## src/svcr_pkg.sv

```systemverilog
package svcr_pkg;
	localparam int SVCR_SYNC_STAGES = 2;
	localparam logic [2:0] SVCR_ADDR_CODE = 3'h6;
	localparam int SVCR_ADDR_CODE_HI = 6;
	localparam int SVCR_ADDR_CODE_LO = 4;
	localparam int SVCR_SEL_CORE1 = 2;
	localparam int SVCR_SEL_CORE0 = 1;
	localparam int SVCR_SEL_BRIDGE = 0;
	localparam int SVCR_HINT_BIT = 7;
	localparam logic [3:0] SVCR_BITS_PER_BYTE = 4'h8;
	localparam int SVCR_RAILS = 3;
	localparam logic [6:0] SVCR_CODE_RESET = 7'h00;
	localparam logic SVCR_HINT_RESET = 1'h1;

	typedef enum logic [2:0] {
		SVCR_IDLE,
		SVCR_ADDR,
		SVCR_ADDR_ACK,
		SVCR_DATA,
		SVCR_DATA_ACK,
		SVCR_WAIT_STOP,
		SVCR_IGNORE
	} svcr_state_e;

	typedef struct packed {
		logic hint_n;
		logic [6:0] code;
	} svcr_rail_s;

	typedef struct packed {
		logic scl;
		logic sda;
	} svcr_lines_s;
endpackage : svcr_pkg

```

## src/svcr_receiver.sv

```systemverilog
`timescale 1ns/1ps
`default_nettype none
// Contract
// - A command is START, address byte, one data byte, STOP, and only that frame is acted on.
// - The address matches only when bits 6 to 4 are 110, bit 3 being ignored.
// - Address bit 2 selects the core-1 rail, ignored in combined mode.
// - Address bit 1 selects core-0 in separate mode or the unified rail in combined mode.
// - Address bit 0 selects the bridge rail, and several selects may be set together.
// - A hint of 0 asks for pulse-skipping after boot and drops any option offset.
// - A hint of 1 asks for forced continuous switching after boot and restores the option offset.
// - In combined mode the hint of 0 gives single-phase and 1 gives 2-phase operation.
// - Data bits 6 to 0 are the voltage code for every selected rail.
// - START is data falling while clock is high, taken in any state, and begins every command.
// - STOP is data rising while clock is high and ends every operation.
// - Data is sampled while clock is high, one bit per pulse, changing only when clock is low.
// - On the ninth clock the device pulls data low, for the address only on match outside programming mode.
module svcr_receiver
	import svcr_pkg::*;
(
	input wire logic clock,
	input wire logic rst,
	input wire logic vid_bus_clock,
	input wire logic vid_bus_data_in,
	output logic vid_bus_data_out,
	output logic vid_bus_data_oe,
	input wire logic first_ground_sense,
	input wire logic second_ground_sense,
	input wire logic programming_mode,
	input wire logic boot_done,
	input wire logic option_offset_enable,
	output logic [6:0] core1_voltage_code,
	output logic [6:0] core0_voltage_code,
	output logic [6:0] bridge_voltage_code,
	output logic [2:0] power_save_hint_n,
	output logic [2:0] pulse_skip_mode,
	output logic [2:0] offset_enable,
	output logic combined_mode,
	output logic two_phase,
	output logic command_done
);
	// Strap and mode pins pass two flops like the bus pins
	typedef struct packed {
		logic gnd1;
		logic gnd2;
		logic prog;
		logic boot;
		logic opt;
	} svcr_straps_s;

	typedef struct packed {
		svcr_state_e st;
		svcr_lines_s prev;
		svcr_straps_s straps_meta;
		svcr_straps_s straps;
		logic [7:0] shift;
		logic [3:0] count;
		logic [2:0] sel;
		logic oe;
		logic done;
		logic comb;
		svcr_rail_s [SVCR_RAILS-1:0] rail;
		svcr_rail_s pend;
		logic pend_valid;
		logic [2:0] skip;
		logic [2:0] offs;
		logic two_ph;
	} svcr_state_s;

	svcr_state_s s_r;
	svcr_state_s s_nxt;
	svcr_lines_s lines;
	svcr_lines_s pins;

	assign pins = '{scl: vid_bus_clock, sda: vid_bus_data_in};

	svcr_sync u_sync (
		.clock(clock),
		.rst(rst),
		.async_in(pins),
		.sync_out(lines)
	);

	logic scl_rise;
	logic scl_fall;
	logic start_cond;
	logic stop_cond;
	logic addr_match;
	logic [2:0] byte_sel;

	assign scl_rise = lines.scl && !s_r.prev.scl;
	assign scl_fall = !lines.scl && s_r.prev.scl;
	assign start_cond = lines.scl && s_r.prev.scl && s_r.prev.sda && !lines.sda;
	assign stop_cond = lines.scl && s_r.prev.scl && !s_r.prev.sda && lines.sda;
	// Address bit n sits at byte bit n+1; bit 3 and the direction bit play no part
	assign addr_match = (s_r.shift[SVCR_ADDR_CODE_HI+1:SVCR_ADDR_CODE_LO+1] == SVCR_ADDR_CODE)
		&& !s_r.straps.prog;
	always_comb begin
		byte_sel = '0;
		byte_sel[SVCR_SEL_CORE1] = s_r.shift[SVCR_SEL_CORE1+1] && !s_r.comb;
		byte_sel[SVCR_SEL_CORE0] = s_r.shift[SVCR_SEL_CORE0+1];
		byte_sel[SVCR_SEL_BRIDGE] = s_r.shift[SVCR_SEL_BRIDGE+1];
	end

	always_comb begin
		s_nxt = s_r;
		s_nxt.prev = lines;
		s_nxt.done = 1'b0;
		s_nxt.straps_meta = '{gnd1: first_ground_sense, gnd2: second_ground_sense,
			prog: programming_mode, boot: boot_done, opt: option_offset_enable};
		s_nxt.straps = s_r.straps_meta;
		s_nxt.comb = s_r.straps.gnd1 || s_r.straps.gnd2;
		if (scl_rise) begin
			s_nxt.shift = {s_r.shift[6:0], lines.sda};
		end
		unique case (s_r.st)
			SVCR_IDLE: begin
				s_nxt.oe = 1'b0;
			end
			SVCR_ADDR, SVCR_DATA: begin
				if (scl_rise) begin
					s_nxt.count = s_r.count + 4'h1;
				end
				if (scl_fall && s_r.count == SVCR_BITS_PER_BYTE) begin
					s_nxt.count = '0;
					if (s_r.st == SVCR_DATA) begin
						s_nxt.pend = s_r.shift;
						s_nxt.oe = 1'b1;
						s_nxt.st = SVCR_DATA_ACK;
					end else if (addr_match) begin
						s_nxt.sel = byte_sel;
						s_nxt.oe = 1'b1;
						s_nxt.st = SVCR_ADDR_ACK;
					end else begin
						s_nxt.st = SVCR_IGNORE;
					end
				end
			end
			SVCR_ADDR_ACK, SVCR_DATA_ACK: begin
				if (scl_fall) begin
					s_nxt.oe = 1'b0;
					if (s_r.st == SVCR_ADDR_ACK) begin
						s_nxt.st = SVCR_DATA;
					end else begin
						s_nxt.pend_valid = 1'b1;
						s_nxt.st = SVCR_WAIT_STOP;
					end
				end
			end
			SVCR_WAIT_STOP, SVCR_IGNORE: begin
				s_nxt.oe = 1'b0;
			end
		endcase
		// A finished further clock pulse breaks the frame; the rise ahead of a STOP does not
		if (s_r.st == SVCR_WAIT_STOP && scl_fall) begin
			s_nxt.pend_valid = 1'b0;
			s_nxt.st = SVCR_IGNORE;
		end
		if (stop_cond) begin
			s_nxt.oe = 1'b0;
			s_nxt.st = SVCR_IDLE;
			s_nxt.count = '0;
			s_nxt.pend_valid = 1'b0;
			if (s_r.st == SVCR_WAIT_STOP && s_r.pend_valid) begin
				s_nxt.done = 1'b1;
				for (int i = 0; i < SVCR_RAILS; i++) begin
					if (s_r.sel[i]) begin
						s_nxt.rail[i] = s_r.pend;
					end
				end
			end
		end
		if (start_cond) begin
			s_nxt.st = SVCR_ADDR;
			s_nxt.count = '0;
			s_nxt.oe = 1'b0;
			s_nxt.pend_valid = 1'b0;
		end
		for (int i = 0; i < SVCR_RAILS; i++) begin
			s_nxt.skip[i] = s_r.straps.boot && !s_r.rail[i].hint_n;
			s_nxt.offs[i] = s_r.straps.opt && s_r.rail[i].hint_n;
		end
		s_nxt.two_ph = !s_r.comb || s_r.rail[SVCR_SEL_CORE0].hint_n;
	end

	always_ff @(posedge clock) begin
		if (rst) begin
			s_r <= '0;
			s_r.st <= SVCR_IDLE;
			s_r.prev <= '1;
			for (int i = 0; i < SVCR_RAILS; i++) begin
				s_r.rail[i] <= '{hint_n: SVCR_HINT_RESET, code: SVCR_CODE_RESET};
			end
			s_r.two_ph <= 1'b1;
		end else begin
			s_r <= s_nxt;
		end
	end

	assign vid_bus_data_out = 1'b0;
	assign vid_bus_data_oe = s_r.oe;
	assign core1_voltage_code = s_r.rail[SVCR_SEL_CORE1].code;
	assign core0_voltage_code = s_r.rail[SVCR_SEL_CORE0].code;
	assign bridge_voltage_code = s_r.rail[SVCR_SEL_BRIDGE].code;
	always_comb begin
		for (int i = 0; i < SVCR_RAILS; i++) begin
			power_save_hint_n[i] = s_r.rail[i].hint_n;
		end
	end
	assign pulse_skip_mode = s_r.skip;
	assign offset_enable = s_r.offs;
	assign combined_mode = s_r.comb;
	assign two_phase = s_r.two_ph;
	assign command_done = s_r.done;

	ack_after_byte_a: assert property (@(posedge clock) disable iff (rst)
		(s_r.st == SVCR_DATA && scl_fall && s_r.count == SVCR_BITS_PER_BYTE) |=> vid_bus_data_oe)
		else $error("no acknowledge after data byte");
	no_ack_mismatch_a: assert property (@(posedge clock) disable iff (rst)
		(s_r.st == SVCR_IGNORE) |-> !vid_bus_data_oe)
		else $error("acknowledge while ignoring");
	update_on_stop_a: assert property (@(posedge clock) disable iff (rst)
		!(s_r.st == SVCR_WAIT_STOP && stop_cond) |=> $stable(core0_voltage_code))
		else $error("rail changed outside a stop");
	unselected_keep_a: assert property (@(posedge clock) disable iff (rst)
		(stop_cond && !s_r.sel[SVCR_SEL_BRIDGE]) |=> $stable(bridge_voltage_code))
		else $error("unselected rail changed");
	start_enters_addr_a: assert property (@(posedge clock) disable iff (rst)
		start_cond |=> (s_r.st == SVCR_ADDR && s_r.count == 4'h0))
		else $error("start not taken");
	stop_idles_a: assert property (@(posedge clock) disable iff (rst)
		(stop_cond && !start_cond) |=> (s_r.st == SVCR_IDLE && !vid_bus_data_oe))
		else $error("stop not taken");
	core1_comb_a: assert property (@(posedge clock) disable iff (rst)
		(s_r.st == SVCR_ADDR_ACK && s_r.comb && $past(s_r.comb)) |-> !s_r.sel[SVCR_SEL_CORE1])
		else $error("core1 selected in combined mode");
	phase_hint_a: assert property (@(posedge clock) disable iff (rst)
		(combined_mode && !power_save_hint_n[SVCR_SEL_CORE0]) |=> !two_phase)
		else $error("combined mode not single phase");
	skip_mode_a: assert property (@(posedge clock) disable iff (rst)
		(s_r.straps.boot && !power_save_hint_n[SVCR_SEL_BRIDGE]) |=> pulse_skip_mode[SVCR_SEL_BRIDGE])
		else $error("pulse skipping not entered");
	offset_restore_a: assert property (@(posedge clock) disable iff (rst)
		(s_r.straps.opt && power_save_hint_n[SVCR_SEL_BRIDGE]) |=> offset_enable[SVCR_SEL_BRIDGE])
		else $error("offset not restored");
	cover_command_c: cover property (@(posedge clock) command_done);
	cover_mismatch_c: cover property (@(posedge clock) s_r.st == SVCR_IGNORE);
	cover_comb_c: cover property (@(posedge clock) command_done && combined_mode);
endmodule : svcr_receiver
`default_nettype wire

```

## src/svcr_sync.sv

```systemverilog
`timescale 1ns/1ps
`default_nettype none
module svcr_sync
	import svcr_pkg::*;
(
	input wire logic clock,
	input wire logic rst,
	input wire svcr_lines_s async_in,
	output svcr_lines_s sync_out
);
	typedef struct packed {
		svcr_lines_s meta;
		svcr_lines_s stable;
	} svcr_sync_s;

	svcr_sync_s state_r;
	svcr_sync_s state_nxt;

	always_comb begin
		state_nxt.meta = async_in;
		state_nxt.stable = state_r.meta;
	end

	// Lines idle high, so reset to the bus-free level
	always_ff @(posedge clock) begin
		if (rst) begin
			state_r <= '1;
		end else begin
			state_r <= state_nxt;
		end
	end

	assign sync_out = state_r.stable;
endmodule : svcr_sync
`default_nettype wire

```

## config.mk

```make
export PLATFORM = sky130hd
export DESIGN_NAME = svcr_receiver
export DESIGN_NICKNAME = d
export VERILOG_FILES = /design/src/svcr_pkg.sv /design/src/svcr_receiver.sv /design/src/svcr_sync.sv
export SDC_FILE = /design/constraint.sdc
export NUM_CORES = 1
export LEC_CHECK = 0
export ABC_AREA = 1
export BUFFER_PORTS_ARGS = -buffer_cell sky130_fd_sc_hd__buf_2
export CORE_MARGIN = 5
export CORE_UTILIZATION = 61
export CTS_BUF_LIST = sky130_fd_sc_hd__clkbuf_4 sky130_fd_sc_hd__clkbuf_8 sky130_fd_sc_hd__clkbuf_16
export DETAILED_ROUTE_END_ITERATION = 8
export GPL_TIMING_DRIVEN = 0
export PLACE_DENSITY = 0.84
export SYNTH_ARGS = -nofsm -noshare
export SYNTH_HDL_FRONTEND = slang
export SYNTH_HIERARCHICAL = 1
export SYNTH_SLANG_ARGS = --single-unit
```

## constraint.sdc

```tcl
create_clock -name clock -period 2.73 [get_ports clock]
set_input_delay 0.4095 -clock clock [delete_from_list [all_inputs] [get_ports clock]]
set_output_delay 0.4095 -clock clock [all_outputs]
set_load 0.01 [all_outputs]
```

==> results of run 1 <==
==> routing by layer <==
metal	GRT usage, %	part of all wire (%)
met3	4.17	5.4
met2	34.7	51
met4	11.6	2.2
met1	22.8	42
met5	0	0
==> state kept, by name, indices dropped and copies added, names as in the netlist, 3 cells and up <==
| name | flops |
|---|---|
| s_nxt | 5 |
| offset_enable | 3 |
| s_r | 32 |
| core0_voltage_code | 7 |
| power_save_hint_n | 3 |
| pulse_skip_mode | 3 |
| core1_voltage_code | 7 |
| bridge_voltage_code | 7 |
==> metrics by stage <==
step	utilization [%]	power [mW]	std cells	hold WS, ns
global placement	67.9	1.25	504	0.390
detailed placement	67.9	1.25	504	0.394
CTS	71.9	2.11	520	0.219
finish	71.9	2.09	520	0.232
global route	71.9	2.17	520	0.241
floorplan	-	1.23	392	0.387
==> worst paths after layout <==
kind	from	endpoint
max	s_r[70]	bridge_voltage_code[0]
min	vid_bus_clock	u_sync/state_nxt[1]
max reg2reg	s_r[70]	bridge_voltage_code[0]
min reg2reg	s_nxt[61]	s_r[61]
==> logic make-up (layout without fill, tap and decap cells) <==
logic type / Yosys count / after routing / synth area share (%)
fa+ha+maj: 2 / 2 / 0.794
flops: 77 / 77 / 48.9
xor+xnor: 1 / 1 / 0.278
simple gates: 155 / 155 / 22.5
buf+inv: 82 / 140 / 15.3
compound gates: 74 / 74 / 12.1
other cells: 1 / 1 / 0.119
==> report_power, final <==
group | total [mW] | switching (mW) | internal, mW | leakage [nW]
registers | 1.15 | 0.00980 | 1.14 | 0.625
logic | 0.0772 | 0.0493 | 0.0278 | 1.12
clock network | 0.867 | 0.408 | 0.459 | 0.0994
total | 2.09 | 0.468 | 1.63 | 1.84
==> cell usage in the layout (no fill, tap or decap), types with 9 or more instances in the layout <==
cell	count
a21oi_1	28
buf_2	46
buf_4	31
clkbuf_8	13
dfxtp_1	77
inv_1	34
nand2_1	39
nand3_1	9
nor2_1	87
o21ai_0	29
o21ai_1	13
==> cell type report <==
type                            instances  area (um2)  share of cell area, %
Sequential cell                        77        1540                   42.2
Multi-Input combinational cell        233        1130                   30.8
Buffer                                 44         339                   9.29
Timing Repair Buffer                   42         210                   5.76
Clock buffer                           11         145                   3.98
Inverter                               38         143                   3.91
Tap cell                               70        87.6                   2.40
Clock inverter                          5        58.8                   1.61
==> Yosys cell counts, types with 4 or more instances <==
library cell / count / area, um2
nand3_1: 9 / 45.0
dfxtp_1: 77 / 1540
buf_4: 31 / 233
o21ai_0: 29 / 145
inv_1: 34 / 128
buf_2: 4 / 20.0
nor2_1: 87 / 327
o21ai_1: 13 / 65.1
nand2_1: 39 / 146
inv_2: 4 / 15.0
clkbuf_1: 4 / 15.0
nand2_4: 5 / 56.3
nand2_2: 5 / 31.3
a21oi_1: 28 / 140
==> worst max-delay path, stage by stage (launching register included) <==
cell,delay [ns]
dfxtp_1,0.40
inv_1,0.13
nor2_4,0.16
nand2_4,0.08
nor2_8,0.22
nand2_4,0.12
o21ai_0,0.24
nor2_1,0.07
==> key figures, run 1 <==
Detailed routing
  – WL final: roughly 6100 um
  – Total number of vias: 2,557
  – DRT iter0 DRCs: about 120
  – DR DRC count: 0
  – DR WL/cell: 11.7 um
  – DRT Pass-1 Iters: 4
  – Post-route ant nets: 0
  – Detail-routed via count per cell: 4.92

Floorplan
  – Initial core utilization: ~62%
  – CORE AREA: just over 5000 um2
  – Num ports: 44
  – FP Rows: 26
  – Die Ht: ~82 um
  – DIE WIDTH: between 80 and 90 um
  – Die ar.: roughly 6700 um2

Clock network
  – Longest Clk Path Bufs: 2
  – TritonCTS Buffers: 9
  – CTS resizes: 0
  – H-tree depth: 3
  – CTS tree: done
  – Post-CTS setup buffer count: 0
  – Clk slew on worst S/H paths: around 0.08 ns
  – Clk sink count: 77
  – Post-CTS Hold Fix Bufs: 0
  – Root buf cell: clkbuf_8
  – Clk_lat worst skew: between 0.3 and 0.4 ns

Power
  – PD cells: 573 nW/um2
  – Pleak: approximately 1.8 nW
  – Worst vdd ir: approximately 360 uV

Yosys
  – Synthesized cell area: between 3000 and 4000 um2
  – Asr flop ratio synth: 0%
  – Synth warn: 6
  – Syn avg cell area: about 8.0 um2
  – Synth cell types: 27
  – Sequential cell area fraction in the yosys report: between 40% and 50%
  – Post-synth EDFFs: 0
  – Mapped Nets: 403
  – Syn Inst Count: ~390
  – Ys flop type: dfxtp_1
  – Synth Register Bits: 77

Worst setup path
  – Required time of the critical path: around 3.0 ns
  – Crit path max fanout: 9
  – Critical Path Start Type: register
  – R2R Setup Slk: between 1 and 1.5 ns
  – CP Class: register to register
  – R2R cell count: 7
  – Crit. End Element: register
  – CP Data Arrival Time: ~1.8 ns

Final layout
  – Share of cells above drive strength 1: about a quarter
  – Area grow syn2layout: 15.9%
  – FILL cells: around 430
  – Antenna Cells: 0
  – Nets: 456
  – Design Area, Final: 3650 um2

Place
  – I/O Buffers: 42
  – Placer congestion estimate: 0.864
  – Pre-CTS WS: slightly above 1 ns
  – Placed cell area: between 3000 and 4000 um2
  – Hpwl dp: about 4500 um

Global routing
  – Antenna violations before repair: 0
  – Vias in the first global route: ~2,400
  – Global-route wire length before repair: 10,300 um
  – Largest net degree at the start of global routing: 14
  – Total Routing Usage GR: 20.1%
  – GRT Residual Overflow: 0

Timing
  – Post-layout min period: about 1.5 ns
  – Worst Skew: between 0.005 and 0.006 ns
  – Fmax: approximately 650 MHz
  – TNS Setup: 0 ns
  – Tcrit/Tclk final: a little under three fifths
  – Final setup viols: 0
  – Min setup slack post-route: around 1.2 ns
  – Final Hold Fails: 0
  – RSZ-0062 raised after global routing: no
  – Max-slew violations: 0

Worst hold path
  – Worst hold-check path type: primary input to register
  – Hold path cells: 3

Outcome
  – Status: complete, no violations

Job
  – Maxcap violations: 0
No activity file was read; power rests on OpenSTA's default activity.
==> run 2: changes to the inputs <==
- ABC_AREA: 1 -> 0
- CORE_UTILIZATION: 61 -> 56
- PLACE_DENSITY: 0.84 -> 0.78
- clock period: 2.73 -> 1.6 ns (I/O delays scaled with it)
==> key figures, run 2 <==
Outcome
  – Status: finished, violations left (was complete, no violations)
  – Failing checks: negative setup slack

Detailed routing
  – WL final: 5960 um (was 6090 um)
  – DR DRC count: 0 (unchanged)
  – DRT iter0 DRCs: 106 (was 118)
  – DR WL/cell: 13.1 um (was 11.7 um)
  – Post-route ant nets: 0 (unchanged)
  – DRT Pass-1 Iters: 5 (was 4)
  – Detail-routed via count per cell: 5.07 (was 4.92)
  – Total number of vias: 2,312 (was 2,557)

Global routing
  – Vias in the first global route: 2,185 (was 2,403)
  – Largest net degree at the start of global routing: 13 (was 14)
  – Antenna violations before repair: 0 (unchanged)
  – Global-route wire length before repair: 10,100 um (was 10,300 um)
  – Total Routing Usage GR: 17.4% (was 20.1%)
  – GRT Residual Overflow: 0 (unchanged)

Yosys
  – Post-Synth Adder-Cell Area: 0.805% (was 0.795%)
  – Sequential cell area fraction in the yosys report: 49.6% (was 48.9%)
  – Synth cell types: 46 (was 27)
  – Synth Area in Simple Gates: 20.7% (was 22.5%)
  – Main area contributors after synthesis: dfxtp_1, mux2i_1, buf_4 (was dfxtp_1, nor2_1, buf_4)
  – Synth warn: 6 (unchanged)
  – Asr flop ratio synth: 0% (unchanged)
  – Most frequent cell after synthesis: dfxtp_1 (was nor2_1)
  – Synth top area share: 49.6% (was 48.9%)
  – Mapped Nets: 333 (was 403)
  – Synth top cells by count: dfxtp_1, nor2_1, buf_4 (was nor2_1, dfxtp_1, nand2_1)
  – Syn Inst Count: 322 (was 392)
  – Main combinational cell family by area after synthesis: simple AND/OR/NAND/NOR gates (unchanged)
  – Post-synth EDFFs: 0 (unchanged)
  – Compound-gate portion of the synthesized area: 8.09% (was 12.1%)
  – Synthesized cell area: 3110 um2 (was 3150 um2)
  – Ys flop type: dfxtp_1 (unchanged)
  – Mux cell area share after synthesis: 9.34% (was 0%)
  – Syn avg cell area: 9.65 um2 (was 8.03 um2)
  – Cell taking the most area after synthesis: dfxtp_1 (unchanged)
  – XOR/XNOR Fraction of Synth Area: 0.845% (was 0.278%)
  – Synth Register Bits: 77 (unchanged)

Clock network
  – Longest Clk Path Bufs: 2 (unchanged)
  – Clk_lat worst skew: 0.34 ns (was 0.35 ns)
  – CTS tree: done (unchanged)
  – Clk sink count: 77 (unchanged)
  – H-tree depth: 3 (unchanged)
  – Root buf cell: clkbuf_8 (unchanged)
  – TritonCTS Buffers: 9 (unchanged)
  – Clk slew on worst S/H paths: 0.08 ns (about the same)
  – Post-CTS Hold Fix Bufs: 0 (unchanged)

Final layout
  – Final instance count without filler cells: 456 (was 520)
  – Nets: 391 (was 456)
  – Antenna Cells: 0 (unchanged)
  – Commonest non-fill, non-tap cell in the layout: dfxtp_1 (was nor2_1)
  – Share of cells above drive strength 1: 33.1% (was 26.0%)
  – Final core utilization: 69.4% (was 71.9%)
  – Max reg flops: 32 (unchanged)
  – Most frequent cells in the layout: dfxtp_1, buf_2, nor2_1 (was nor2_1, dfxtp_1, buf_2)
  – Area grow syn2layout: 21.5% (was 15.9%)
  – Design Area, Final: 3770 um2 (was 3650 um2)
  – Top reg by flops: s_r (unchanged)

Floorplan
  – Die ar.: 7140 um2 (was 6700 um2)
  – CORE AREA: 5440 um2 (was 5070 um2)
  – Die Ht: 84.5 um (was 81.9 um)
  – FP Rows: 27 (was 26)
  – DIE WIDTH: 84.5 um (was 81.9 um)
  – Num ports: 44 (unchanged)
  – Initial core utilization: 57.1% (was 62.1%)

Worst setup path
  – CP Data Arrival Time: 1.90 ns (was 1.76 ns)
  – Critical Path Start Type: register (unchanged)
  – Reg-to-reg startpoint: s_r[47] (was s_r[70])
  – Crit. End Element: register (unchanged)
  – Crit path max fanout: 8 (was 9)
  – Crit. Startpoint: s_r[47] (was s_r[70])
  – CP Class: register to register (unchanged)
  – Required time of the critical path: 1.81 ns (was 2.96 ns)

Place
  – I/O Buffers: 42 (unchanged)
  – Inst Count DP: 436 (was 504)
  – Placer congestion estimate: 0.862 (was 0.864)
  – Placed cell area: 3410 um2 (was 3450 um2)
  – Hpwl dp: 4090 um (was 4520 um)

Timing
  – Final setup viols: 11 (was 0)
  – Tcrit/Tclk final: 106% (was 56.0%)
  – Final Hold Fails: 0 (unchanged)
  – RSZ-0062 raised after global routing: yes (was no)
  – Post-layout min period: 1.69 ns (was 1.53 ns)
  – TNS Setup: -0.833 ns (was 0 ns)
  – Fmax: 592 MHz (was 654 MHz)
  – Worst Skew: 0.0116 ns (was 0.00566 ns)
  – Min setup slack post-route: -0.0898 ns (was 1.20 ns)
  – Max-slew violations: 0 (unchanged)

Job
  – Maxcap violations: 0 (unchanged)

Worst hold path
  – Hold Crit Start: vid_bus_data_in (was vid_bus_clock)
  – Worst hold-check path type: primary input to register (unchanged)

Power
  – PD cells: 965 nW/um2 (was 573 nW/um2)
  – Clock power frac: 42.9% (was 41.4%)
  – Reg power frac: 53.7% (was 54.9%)
  – Tot Pwr: 3.64 mW (was 2.09 mW)
  – Psw: 750 uW (was 468 uW)
  – Sw frac: 20.6% (was 22.3%)
  – Gate power share: 3.5% (was 3.7%)
  – Pleak: 1.74 nW (was 1.84 nW)
  – Worst vdd ir: 613 uV (was 356 uV)
  – Power Internal: 2.89 mW (was 1.63 mW)
## run 2: per-layer routing
metal,wire [um],global-route usage [%]
met1,2710,22.4
met2,2830,28.2
met3,311,3.43
met4,117,8.20
met5,0,0
## run 2: power groups by stage
stage / Combinational (mW) / Sequential, mW / Clock (mW)
floorplan: 0.0841 / 2.00 / 0
global placement: 0.119 / 2.00 / 0
detailed placement: 0.122 / 2.00 / 0
CTS: 0.124 / 1.95 / 1.59
global route: 0.141 / 1.96 / 1.68
finish: 0.127 / 1.96 / 1.56
## run 2: worst paths after layout
kind                              end  slack [ns]  cells past startpoint
setup / recovery              s_r[14]       -0.09                      8
hold / removal    u_sync/state_nxt[0]        0.08                      2
setup reg to reg              s_r[14]       -0.09                      8
hold reg to reg    u_sync/sync_out[1]        0.41                      1
## run 2: final cells by class
cell class	instances	area [um2]
fill	419	1660
sequential	77	1550
buffer	45	305
clock buffer	11	139
multi-input combinational	193	1330
tap	72	90.1
timing repair buffer	48	272
clock inverter	4	73.8
inverter	6	22.5
## run 2: critical path, cell delays in order (launching register included)
cell	delay (ns)
dfxtp_2	0.34
inv_2	0.06
ha_4	0.12
nand3b_1	0.14
buf_6	0.16
nor4_4	0.31
buf_12	0.18
mux2i_1	0.19
nor2_1	0.05
## run 2: logic make-up (layout without fill, tap and decap cells)
logic type               after synthesis  count (layout)
other                                  1               1
flip-flops                            77              77
buffers and inverters                 52             114
adder cells (fa/ha/maj)                2               2
XOR/XNOR                               3               3
AO/OA/AOI/OAI                         41              41
multiplexers                          29              29
AND/OR/NAND/NOR                      117             117
## run 2: timing repair
item                                    in CTS  in global routing
resized for setup                           17                 18
endpoints found under the setup margin      40                 32
hold endpoints to repair                     0                  0
pin swaps                                    2                  5
setup buffers                                3                  3
## run 2: metrics by stage
| step | setup slack, ns | hold WS (ns) |
|---|---|---|
| after floorplan | -0.0171 | 0.337 |
| after global placement | -0.210 | 0.386 |
| after detailed placement | -0.240 | 0.391 |
| after CTS | -0.0389 | 0.0758 |
| after global routing | -0.223 | 0.0885 |
| final | -0.0898 | 0.0842 |
